--- src/rtl/ata_task_file_pkg.sv ---
// constants for the task file register bank
package ata_task_file_pkg;

   // ----------------------------------------------------------------
   // register offsets
   // ----------------------------------------------------------------
   localparam logic [3:0] OFS_DATA        = 4'h0;
   localparam logic [3:0] OFS_ERROR       = 4'h1;
   localparam logic [3:0] OFS_COUNT       = 4'h2;
   localparam logic [3:0] OFS_SECTOR      = 4'h3;
   localparam logic [3:0] OFS_CYL_LSB     = 4'h4;
   localparam logic [3:0] OFS_CYL_MSB     = 4'h5;
   localparam logic [3:0] OFS_UNIT_HEAD   = 4'h6;
   localparam logic [3:0] OFS_ERROR_DUP   = 4'hd;
   localparam logic [3:0] OFS_NONE        = 4'hf;

   // ----------------------------------------------------------------
   // error detail bit positions
   // ----------------------------------------------------------------
   localparam int         ERR_BAD_BLOCK   = 7;
   localparam int         ERR_UNCORR      = 6;
   localparam int         ERR_NOT_FOUND   = 4;
   localparam int         ERR_ABORTED     = 2;
   localparam int         ERR_GENERAL     = 0;

   // ----------------------------------------------------------------
   // unit/head bit positions and fixed bits
   // ----------------------------------------------------------------
   localparam int         UH_FIXED_HI     = 7;
   localparam int         UH_LINEAR       = 6;
   localparam int         UH_FIXED_LO     = 5;
   localparam int         UH_UNIT         = 4;
   localparam logic [7:0] UH_FIXED_MASK   = 8'ha0;

   // ----------------------------------------------------------------
   // reset values and counts
   // ----------------------------------------------------------------
   localparam logic [7:0] RST_ERROR       = 8'h00;
   localparam logic [7:0] RST_FEATURE     = 8'h00;
   localparam logic [7:0] RST_COUNT       = 8'h01;
   localparam logic [7:0] RST_ADDR        = 8'h00;
   localparam logic [3:0] RST_HEAD        = 4'h0;
   localparam logic [8:0] FULL_COUNT      = 9'h100;

endpackage : ata_task_file_pkg

--- src/rtl/ata_task_file_regs.sv ---
// task file register bank: error, feature, count, address and unit/head registers
`timescale 1ns/100ps
// Function
// - error detail is read only; bits 5, 3, 1 always read zero
// - bad block event sets error bit 7
// - uncorrectable data event sets error bit 6
// - sector not found event sets error bit 4
// - aborted or invalid command sets error bit 2
// - general failure sets error bit 0
// - offset 1 (byte access) and 0dh (low-lane byte or word access): writes load feature, reads return error detail
// - high-lane write at offset 0 (even enable high, odd low) loads feature
// - a sector count of zero requests 256 sectors
// - successful completion leaves sector count at zero
// - unfinished transfer leaves outstanding sectors in the count
// - start sector register gives sector number or address bits 7-0
// - cylinder low register gives cylinder low byte or address bits 15-8
// - cylinder high register gives cylinder high byte or address bits 23-16
// - unit/head bits 7 and 5 read as one
// - unit/head bit 6 selects geometry (0) or linear (1) addressing
// - unit/head bits 3-0 give head number or address bits 27-24
module ata_task_file_regs
   import ata_task_file_pkg::*;
(
   input  wire logic        ref_clk_in,
   input  wire logic        rst_b_in,
   input  wire logic        ce_in,
   input  wire logic [3:0]  host_addr_in,
   input  wire logic        even_card_enable_n_in,
   input  wire logic        odd_card_enable_n_in,
   input  wire logic        host_rd_in,
   input  wire logic        host_wr_in,
   input  wire logic [15:0] host_data_in,
   output logic      [15:0] host_data_out,
   output logic      [1:0]  host_data_oe_n_out,
   input  wire logic        unit_config_in,
   input  wire logic        cmd_start_in,
   input  wire logic        cmd_done_ok_in,
   input  wire logic        sector_done_in,
   input  wire logic        bad_block_flag_in,
   input  wire logic        uncorrectable_flag_in,
   input  wire logic        sector_not_found_flag_in,
   input  wire logic        command_aborted_flag_in,
   input  wire logic        general_failure_flag_in,
   output logic      [7:0]  error_detail_out,
   output logic      [7:0]  feature_select_out,
   output logic      [7:0]  sector_total_out,
   output logic      [8:0]  sectors_requested_out,
   output logic      [27:0] block_address_out,
   output logic             linear_addressing_select_out,
   output logic             unit_number_select_out
);

   // ----------------------------------------------------------------
   // state
   // ----------------------------------------------------------------
   typedef struct packed {
      logic [7:0]  error;
      logic [7:0]  feature;
      logic [7:0]  count;
      logic [7:0]  sector;
      logic [7:0]  cyl_lsb;
      logic [7:0]  cyl_msb;
      logic        linear;
      logic        unit;
      logic [3:0]  head;
      logic [15:0] rd_data;
      logic [1:0]  rd_oe_n;
   } state_t;

   state_t      st;
   state_t      next_st;
   logic [3:0]  reg_sel;
   logic        lane_high;
   logic        unit_match;
   logic        wr_hit;
   logic        rd_hit;
   logic [7:0]  wr_byte;
   logic [7:0]  rd_byte;
   logic [7:0]  err_view;
   logic [7:0]  uh_view;

   // ----------------------------------------------------------------
   // access decode
   // ----------------------------------------------------------------
   always_comb begin
      reg_sel   = OFS_NONE;
      lane_high = 1'b0;
      if (!even_card_enable_n_in && odd_card_enable_n_in) begin
         reg_sel = (host_addr_in == OFS_ERROR_DUP) ? OFS_ERROR : host_addr_in;
      end else if (even_card_enable_n_in && !odd_card_enable_n_in) begin
         reg_sel   = {host_addr_in[3:1], 1'b1};
         lane_high = 1'b1;
      end else if (!even_card_enable_n_in && !odd_card_enable_n_in) begin
         if (host_addr_in == OFS_ERROR_DUP) begin
            reg_sel   = OFS_ERROR;
            lane_high = 1'b1;
         end
      end
   end

   always_comb begin
      wr_byte    = lane_high ? host_data_in[15:8] : host_data_in[7:0];
      unit_match = (st.unit == unit_config_in);
      wr_hit     = host_wr_in && (reg_sel >= OFS_ERROR) && (reg_sel <= OFS_UNIT_HEAD)
                   && (unit_match || reg_sel == OFS_UNIT_HEAD);
      rd_hit     = host_rd_in && (reg_sel >= OFS_ERROR) && (reg_sel <= OFS_UNIT_HEAD)
                   && unit_match;
   end

   // ----------------------------------------------------------------
   // read views
   // ----------------------------------------------------------------
   always_comb begin
      err_view = {st.error[ERR_BAD_BLOCK], st.error[ERR_UNCORR], 1'b0,
                  st.error[ERR_NOT_FOUND], 1'b0, st.error[ERR_ABORTED], 1'b0,
                  st.error[ERR_GENERAL]};
      uh_view  = UH_FIXED_MASK | {1'b0, st.linear, 1'b0, st.unit, st.head};
      case (reg_sel)
         OFS_ERROR:     rd_byte = err_view;
         OFS_COUNT:     rd_byte = st.count;
         OFS_SECTOR:    rd_byte = st.sector;
         OFS_CYL_LSB:   rd_byte = st.cyl_lsb;
         OFS_CYL_MSB:   rd_byte = st.cyl_msb;
         OFS_UNIT_HEAD: rd_byte = uh_view;
         default:       rd_byte = 8'h00;
      endcase
   end

   // ----------------------------------------------------------------
   // next state
   // ----------------------------------------------------------------
   always_comb begin
      next_st = st;
      if (ce_in) begin
         next_st.rd_oe_n = 2'b11;
         if (rd_hit) begin
            next_st.rd_data = lane_high ? {rd_byte, 8'h00} : {8'h00, rd_byte};
            next_st.rd_oe_n = lane_high ? 2'b01 : 2'b10;
         end
         // error flags: cleared at command start, events win
         if (cmd_start_in) begin
            next_st.error = RST_ERROR;
         end
         if (bad_block_flag_in) begin
            next_st.error[ERR_BAD_BLOCK] = 1'b1;
         end
         if (uncorrectable_flag_in) begin
            next_st.error[ERR_UNCORR] = 1'b1;
         end
         if (sector_not_found_flag_in) begin
            next_st.error[ERR_NOT_FOUND] = 1'b1;
         end
         if (command_aborted_flag_in) begin
            next_st.error[ERR_ABORTED] = 1'b1;
         end
         if (general_failure_flag_in) begin
            next_st.error[ERR_GENERAL] = 1'b1;
         end
         // sector count progress
         if (cmd_done_ok_in) begin
            next_st.count = 8'h00;
         end else if (sector_done_in) begin
            next_st.count = st.count - 8'h01;
         end
         if (wr_hit) begin
            case (reg_sel)
               OFS_ERROR:     next_st.feature = wr_byte;
               OFS_COUNT:     next_st.count   = wr_byte;
               OFS_SECTOR:    next_st.sector  = wr_byte;
               OFS_CYL_LSB:   next_st.cyl_lsb = wr_byte;
               OFS_CYL_MSB:   next_st.cyl_msb = wr_byte;
               OFS_UNIT_HEAD: begin
                  next_st.linear = wr_byte[UH_LINEAR];
                  next_st.unit   = wr_byte[UH_UNIT];
                  next_st.head   = wr_byte[3:0];
               end
               default:       next_st.feature = st.feature;
            endcase
         end
      end
   end

   // ----------------------------------------------------------------
   // registers
   // ----------------------------------------------------------------
   always_ff @(posedge ref_clk_in or negedge rst_b_in) begin
      if (!rst_b_in) begin
         st.error   <= RST_ERROR;
         st.feature <= RST_FEATURE;
         st.count   <= RST_COUNT;
         st.sector  <= RST_ADDR;
         st.cyl_lsb <= RST_ADDR;
         st.cyl_msb <= RST_ADDR;
         st.linear  <= 1'b0;
         st.unit    <= 1'b0;
         st.head    <= RST_HEAD;
         st.rd_data <= 16'h0000;
         st.rd_oe_n <= 2'b11;
      end else begin
         st <= next_st;
      end
   end

   // ----------------------------------------------------------------
   // outputs
   // ----------------------------------------------------------------
   always_comb begin
      host_data_out                = st.rd_data;
      host_data_oe_n_out           = st.rd_oe_n;
      error_detail_out             = err_view;
      feature_select_out           = st.feature;
      sector_total_out             = st.count;
      sectors_requested_out        = (st.count == 8'h00) ? FULL_COUNT : {1'b0, st.count};
      block_address_out            = {st.head, st.cyl_msb, st.cyl_lsb, st.sector};
      linear_addressing_select_out = st.linear;
      unit_number_select_out       = st.unit;
   end
endmodule : ata_task_file_regs

--- config.mk ---
export PLATFORM = sky130hd
export DESIGN_NAME = ata_task_file_regs
export DESIGN_NICKNAME = d
export VERILOG_FILES = /design/src/rtl/ata_task_file_pkg.sv /design/src/rtl/ata_task_file_regs.sv
export SDC_FILE = /design/constraint.sdc
export NUM_CORES = 1
export LEC_CHECK = 0
export BUFFER_PORTS_ARGS = -buffer_cell sky130_fd_sc_hd__clkbuf_2
export CAP_MARGIN = 20
export CORE_ASPECT_RATIO = 0.7
export CORE_MARGIN = 2
export CORE_UTILIZATION = 45
export DETAILED_ROUTE_END_ITERATION = 8
export PLACE_DENSITY_LB_ADDON = 0.1
export RECOVER_POWER = 100
export SYNTH_ARGS = -nofsm -noshare
export SYNTH_HDL_FRONTEND = slang
export SYNTH_SLANG_ARGS = --single-unit
--- constraint.sdc ---
create_clock -name ref_clk_in -period 3.35 [get_ports ref_clk_in]
set_input_delay 0.335 -clock ref_clk_in [delete_from_list [all_inputs] [get_ports ref_clk_in]]
set_output_delay 0.335 -clock ref_clk_in [all_outputs]
set_load 0.03 [all_outputs]
# Yosys cells after proc, flatten, opt, wreduce, memory -nomap -nowiden
# Index checks and enable logic that the tools add are counted.
# Widths: inputs -> output; s select.
# word_totals
ff_bits,69
# classes
n_addsub,1
muxes,29
order_cmp,2
eq_ne,8
n_reduce_logical,29
# ops
operator,count
$mux 8,8
$pmux 8 s6,1
$mux 38,1
$mux 4,5
$mux 16,1
$reduce_and 3->1,5
$eq 4x3->1 const B,3
$reduce_and 2->1,6
$reduce_bool 2->1,5
$logic_and 1x1->1,9
$mux 1,9
$mux 9,1
$eq 4x2->1 const B,2
$logic_not 8->1,1
$sub 8x1->8 const B,1
$mux 6,1
$eq 4x1->1 const B,1
$eq 4x4->1 const B,1
$ge 4x1->1 const B,1
$le 4x3->1 const B,1
$mux 2,2
$logic_not 1->1,2
$eq 1x1->1,1
$logic_or 1x1->1,1

# Longest topological paths before layout
# depth
depth_word,10
ltp_mapped,8
depth_no_buf,7

# Worst setup path after synthesis
# Ideal clock, no wire load.
# synth_path
path_type,input -> register
from,input host_addr_in[1]
to,register st (netlist bit block_address_out[19])
required_time_ns,3.222
n_path_buf,2
setup_slack_ns,1.277
arrival_time_ns,1.946
path_stages,6
cell_sequence,buf_2 -> nand4b_1 -> a21oi_1 -> buf_2 -> mux2_2 -> mux2_1
# synth_via
elab_chain_cells,10
# synth_lines
element,line_no,rtl
start: declaration,ata_task_file_regs.sv:27,"input wire logic [3:0] host_addr_in,"
$eq 4x4->1,"ata_task_file_regs.sv:89, ata_task_file_regs.sv:94",
$mux 4,ata_task_file_regs.sv:94,if (host_addr_in == OFS_ERROR_DUP) begin
$mux 4,ata_task_file_regs.sv:93,end else if (!even_card_enable_n_in && !odd_card_enable_n_in) begin
$mux 4,ata_task_file_regs.sv:90,end else if (even_card_enable_n_in && !odd_card_enable_n_in) begin
$mux 4,ata_task_file_regs.sv:88,if (!even_card_enable_n_in && odd_card_enable_n_in) begin
$ge 4x1->1,ata_task_file_regs.sv:104,wr_hit = host_wr_in && (reg_sel >= OFS_ERROR) && (reg_sel <= OFS_UNIT_HEAD)
$logic_and 1x1->1 (2 in a row),ata_task_file_regs.sv:104,
$logic_and 1x1->1,ata_task_file_regs.sv:105,&& (unit_match || reg_sel == OFS_UNIT_HEAD);
$reduce_and 3->1 (no source line),--,
end signal: assignment,ata_task_file_regs.sv:200,st <= next_st;
end: declaration,ata_task_file_regs.sv:70,state_t st;
# Several ways; a longest one is shown, not always the timed one.
# A chain may end at the register's enable or synchronous reset.

# Worst setup path in the final report
# layout_path
from,input host_addr_in[1]
to,register st (netlist bit feature_select_out[5])
# Same word-level chain as after synthesis.

==> results.md <==
- Worst Hold End: error_detail_out[4]
- Critical Path RT: 3580 ps
- Clock latency on the worst-skew pair: 350 ps
- Fin Setup TNS: 0 ps
- Tightest Hold Check Type: in2reg
- LEAKAGE: 1.97 nW
- CTS Buffer Depth: 2
- Hold_buf cts: 1
- ANT nets after route: 0
- R2R Setup Slk: 920 ps
- Final hold violation count: 0
- Max-Cap Viols: 0
- Clk pin slew, worst setup/hold paths: ~80 ps
- Number of synthesized flops with an enable pin: 0
- Worst hold path startpoint: sector_not_found_flag_in
- Place WS: 842 ps
- Num ports: 117
- Starting Density: between 40% and 50%
- Layout overhead on the synthesized area: 20.4%
- Worst-path cell chain: clkbuf_1 > and2_0 > o32a_4 > a221oi_1 > nand2_4 > mux2_1
- Fillers: 721
- R2r endpoint: block_address_out[14]
- Antenna violations before repair: 0
- PortBufs: roughly 110
- Post-Syn Instances: 310
- CP max FO: 18
- RSZ-0062 raised after global routing: no
- Tot GR Track Use: about a quarter
- Final instance area: 4230 sq um
- Die area: 8530 sq um
- Sequential-to-total area share from yosys stat: 49.3%
- CTS Root Cell: clkbuf_8
- Pwr Density: 499 nW/um^2
- Slowest-stage cell, CP: a221oi_1
- Commonest non-fill, non-tap cell in the layout: clkbuf_1
- Worst setup EP type: register
- Die width: 110 microns
- Hold slack: 217 ps
- Initial DRC count: 179
- Sink Count: 69
- Total power: roughly 2.1 mW
- Residual DRC: 0
- Die Ht: between 70 and 80 microns
- Post-route minimum period: ~2600 ps
- H-Tree Depth: 3
- Status: finished clean
- Inserted Clock Buffers: 9
- Worst VDD drop: 246 uV
- Vias in the first global route: ~2.8k
- Top delay family on crit path: compound AO/OA/AOI/OAI gates
- Share of cells above drive strength 1: between 10% and 20%
- Vias: about 3k
- Worst-Margin Slew: 1090 ps
- Final WS setup: 704 ps
- Ys async rst share: 100%
- Post_cts resized: 0
- Placed wire-length estimate: 7670 microns
- Buf/Inv on CP: 1
- Commonest cells after routing, fill and taps aside: clkbuf_1, dfrtp_1, clkbuf_2
- CP Data Arrival Time: 2880 ps
- Multi-input logic area: 1640 sq um
- Max-slew violations: 0
- Crit share post-route: 79.0%
- Grt total ovfl: 0
- Startpoint Class: input pin
- Worst hold path stage count: 2
- First-pass GRT wire length: 15500 microns
- Synth unique cells: 55
- Inserted Diodes: 0
- Avg Vias per Cell: 5.69
- Syn. warnings: 0
- Wire per inst: 19.1 microns
- Post-Syn Area per Cell: between 10 and 15 sq um
- Clk_skew: 8.87 ps
- Top FF cell, synth: dfrtp_1
- Largest net degree at the start of global routing: 32
- Post-Syn Area: 3510 sq um
- Post-Route WL: 10100 microns
- Fin nets: 462
- #FFs+latches synth: 69
- FP Rows: 26
- TritonRoute pass-1 iters: 5
- FF-to-FF path depth: 4
- Final Setup Violations: 0
- Fmax: 378 MHz
- Post-CTS setup buffers: 0
- DP Area: 4160 sq um
- GP Congestion: 0.918
- Headroom to the max-slew limit: 27.4%
- R2R Path Start: unit_number_select_out
- CP max stage delay: 920 ps
- Reg area: about 1700 sq um
- Setup CP Type: in2reg
- Clock tree from TritonCTS: built
- Core Area: 7420 sq um
## report_power, final
part           switching [mW]  leakage (nW)  total [mW]  internal [mW]
Clock                   0.331        0.0996       0.676          0.346
Combinational           0.343         0.948       0.472          0.129
Sequential             0.0694         0.926       0.959          0.890
## how the worst max path moves through the flow
| stage | startpoint | end | slack (ps) | depth (start not counted) |
|---|---|---|---|---|
| final | host_addr_in[1] | feature_select_out[5] | 700 | 6 |
| after floorplan | host_addr_in[1] | block_address_out[19] | 1280 | 6 |
| after global routing | host_addr_in[1] | block_address_out[5] | 640 | 6 |
| after global placement | host_addr_in[1] | host_data_out[0] | 910 | 6 |
| after detailed placement | host_addr_in[1] | host_data_out[7] | 840 | 6 |
| after CTS | unit_number_select_out | host_data_out[5] | 1050 | 4 |
## cells in the mapped netlist (3+ instances only)
cell type / count / share of area, %
mux2_2: 21 / 6.7
and2_1: 4 / 0.71
nor3b_1: 3 / 0.64
buf_2: 7 / 1.0
mux2i_1: 6 / 1.7
dfrtp_1: 66 / 47
nand2b_1: 3 / 0.53
dfstp_2: 3 / 2.2
nand2_1: 17 / 1.8
nand3b_1: 3 / 0.64
a22oi_1: 4 / 0.86
a22o_1: 22 / 5.5
mux2_1: 21 / 6.7
a221o_1: 5 / 1.4
buf_4: 3 / 0.64
a211o_1: 3 / 0.75
nor2_1: 23 / 2.5
nor2b_1: 3 / 0.53
inv_1: 9 / 0.96
nand2_4: 3 / 0.96
a21oi_1: 10 / 1.4
nand3_1: 7 / 1.0
o32ai_1: 3 / 0.75
a211oi_1: 4 / 0.86
o21ai_0: 12 / 1.7
clkbuf_1: 9 / 0.96
## logic make-up (layout without fill, tap and decap cells)
| family | count (synthesis) | after routing | synth area share, % |
|---|---|---|---|
| and+or+nand+nor | 81 | 81 | 12.5 |
| other | 1 | 3 | 0.107 |
| DFF | 69 | 69 | 49.3 |
| adders and majority gates | 2 | 2 | 0.713 |
| buffers and inverters | 29 | 146 | 3.71 |
| xor gates and xnor gates | 1 | 1 | 0.250 |
| muxes | 48 | 48 | 15.2 |
| AOI/OAI and AO/OA | 79 | 79 | 18.2 |
## state kept, by name (all words and copies together) (netlist names)
signal	cells
block_address_out	28
host_data_out	16
feature_select_out	8
sector_total_out	8
error_detail_out	5
host_data_oe_n_out	2
linear_addressing_select_out	1
unit_number_select_out	1
## routing by layer
layer  vias to the layer above  GRT usage, %  share of wire, %
met5                         -             0                 0
met4                         0          6.96               1.1
met3                        15          5.71               7.7
met2                       134          33.6                42
met1                      1469          38.6                49
li1                       1378             -                 -
## through the flow
stage | util (%) | instances
floorplan | - | 312
global placement | 56.1 | 509
detailed placement | 56.1 | 509
CTS | 58.9 | 526
global route | 57.0 | 527
finish | 57.0 | 527
## final cells by class
type                       count  share of cell area, %
timing repair buffer         121                   12.0
sequential                    69                   40.9
inverter                       9                  0.799
tap                           98                   2.90
clock inverter                 7                   1.75
clock buffer                   9                   2.93
multi-input combinational    214                   38.7
No activity file was read; power rests on OpenSTA's default activity.
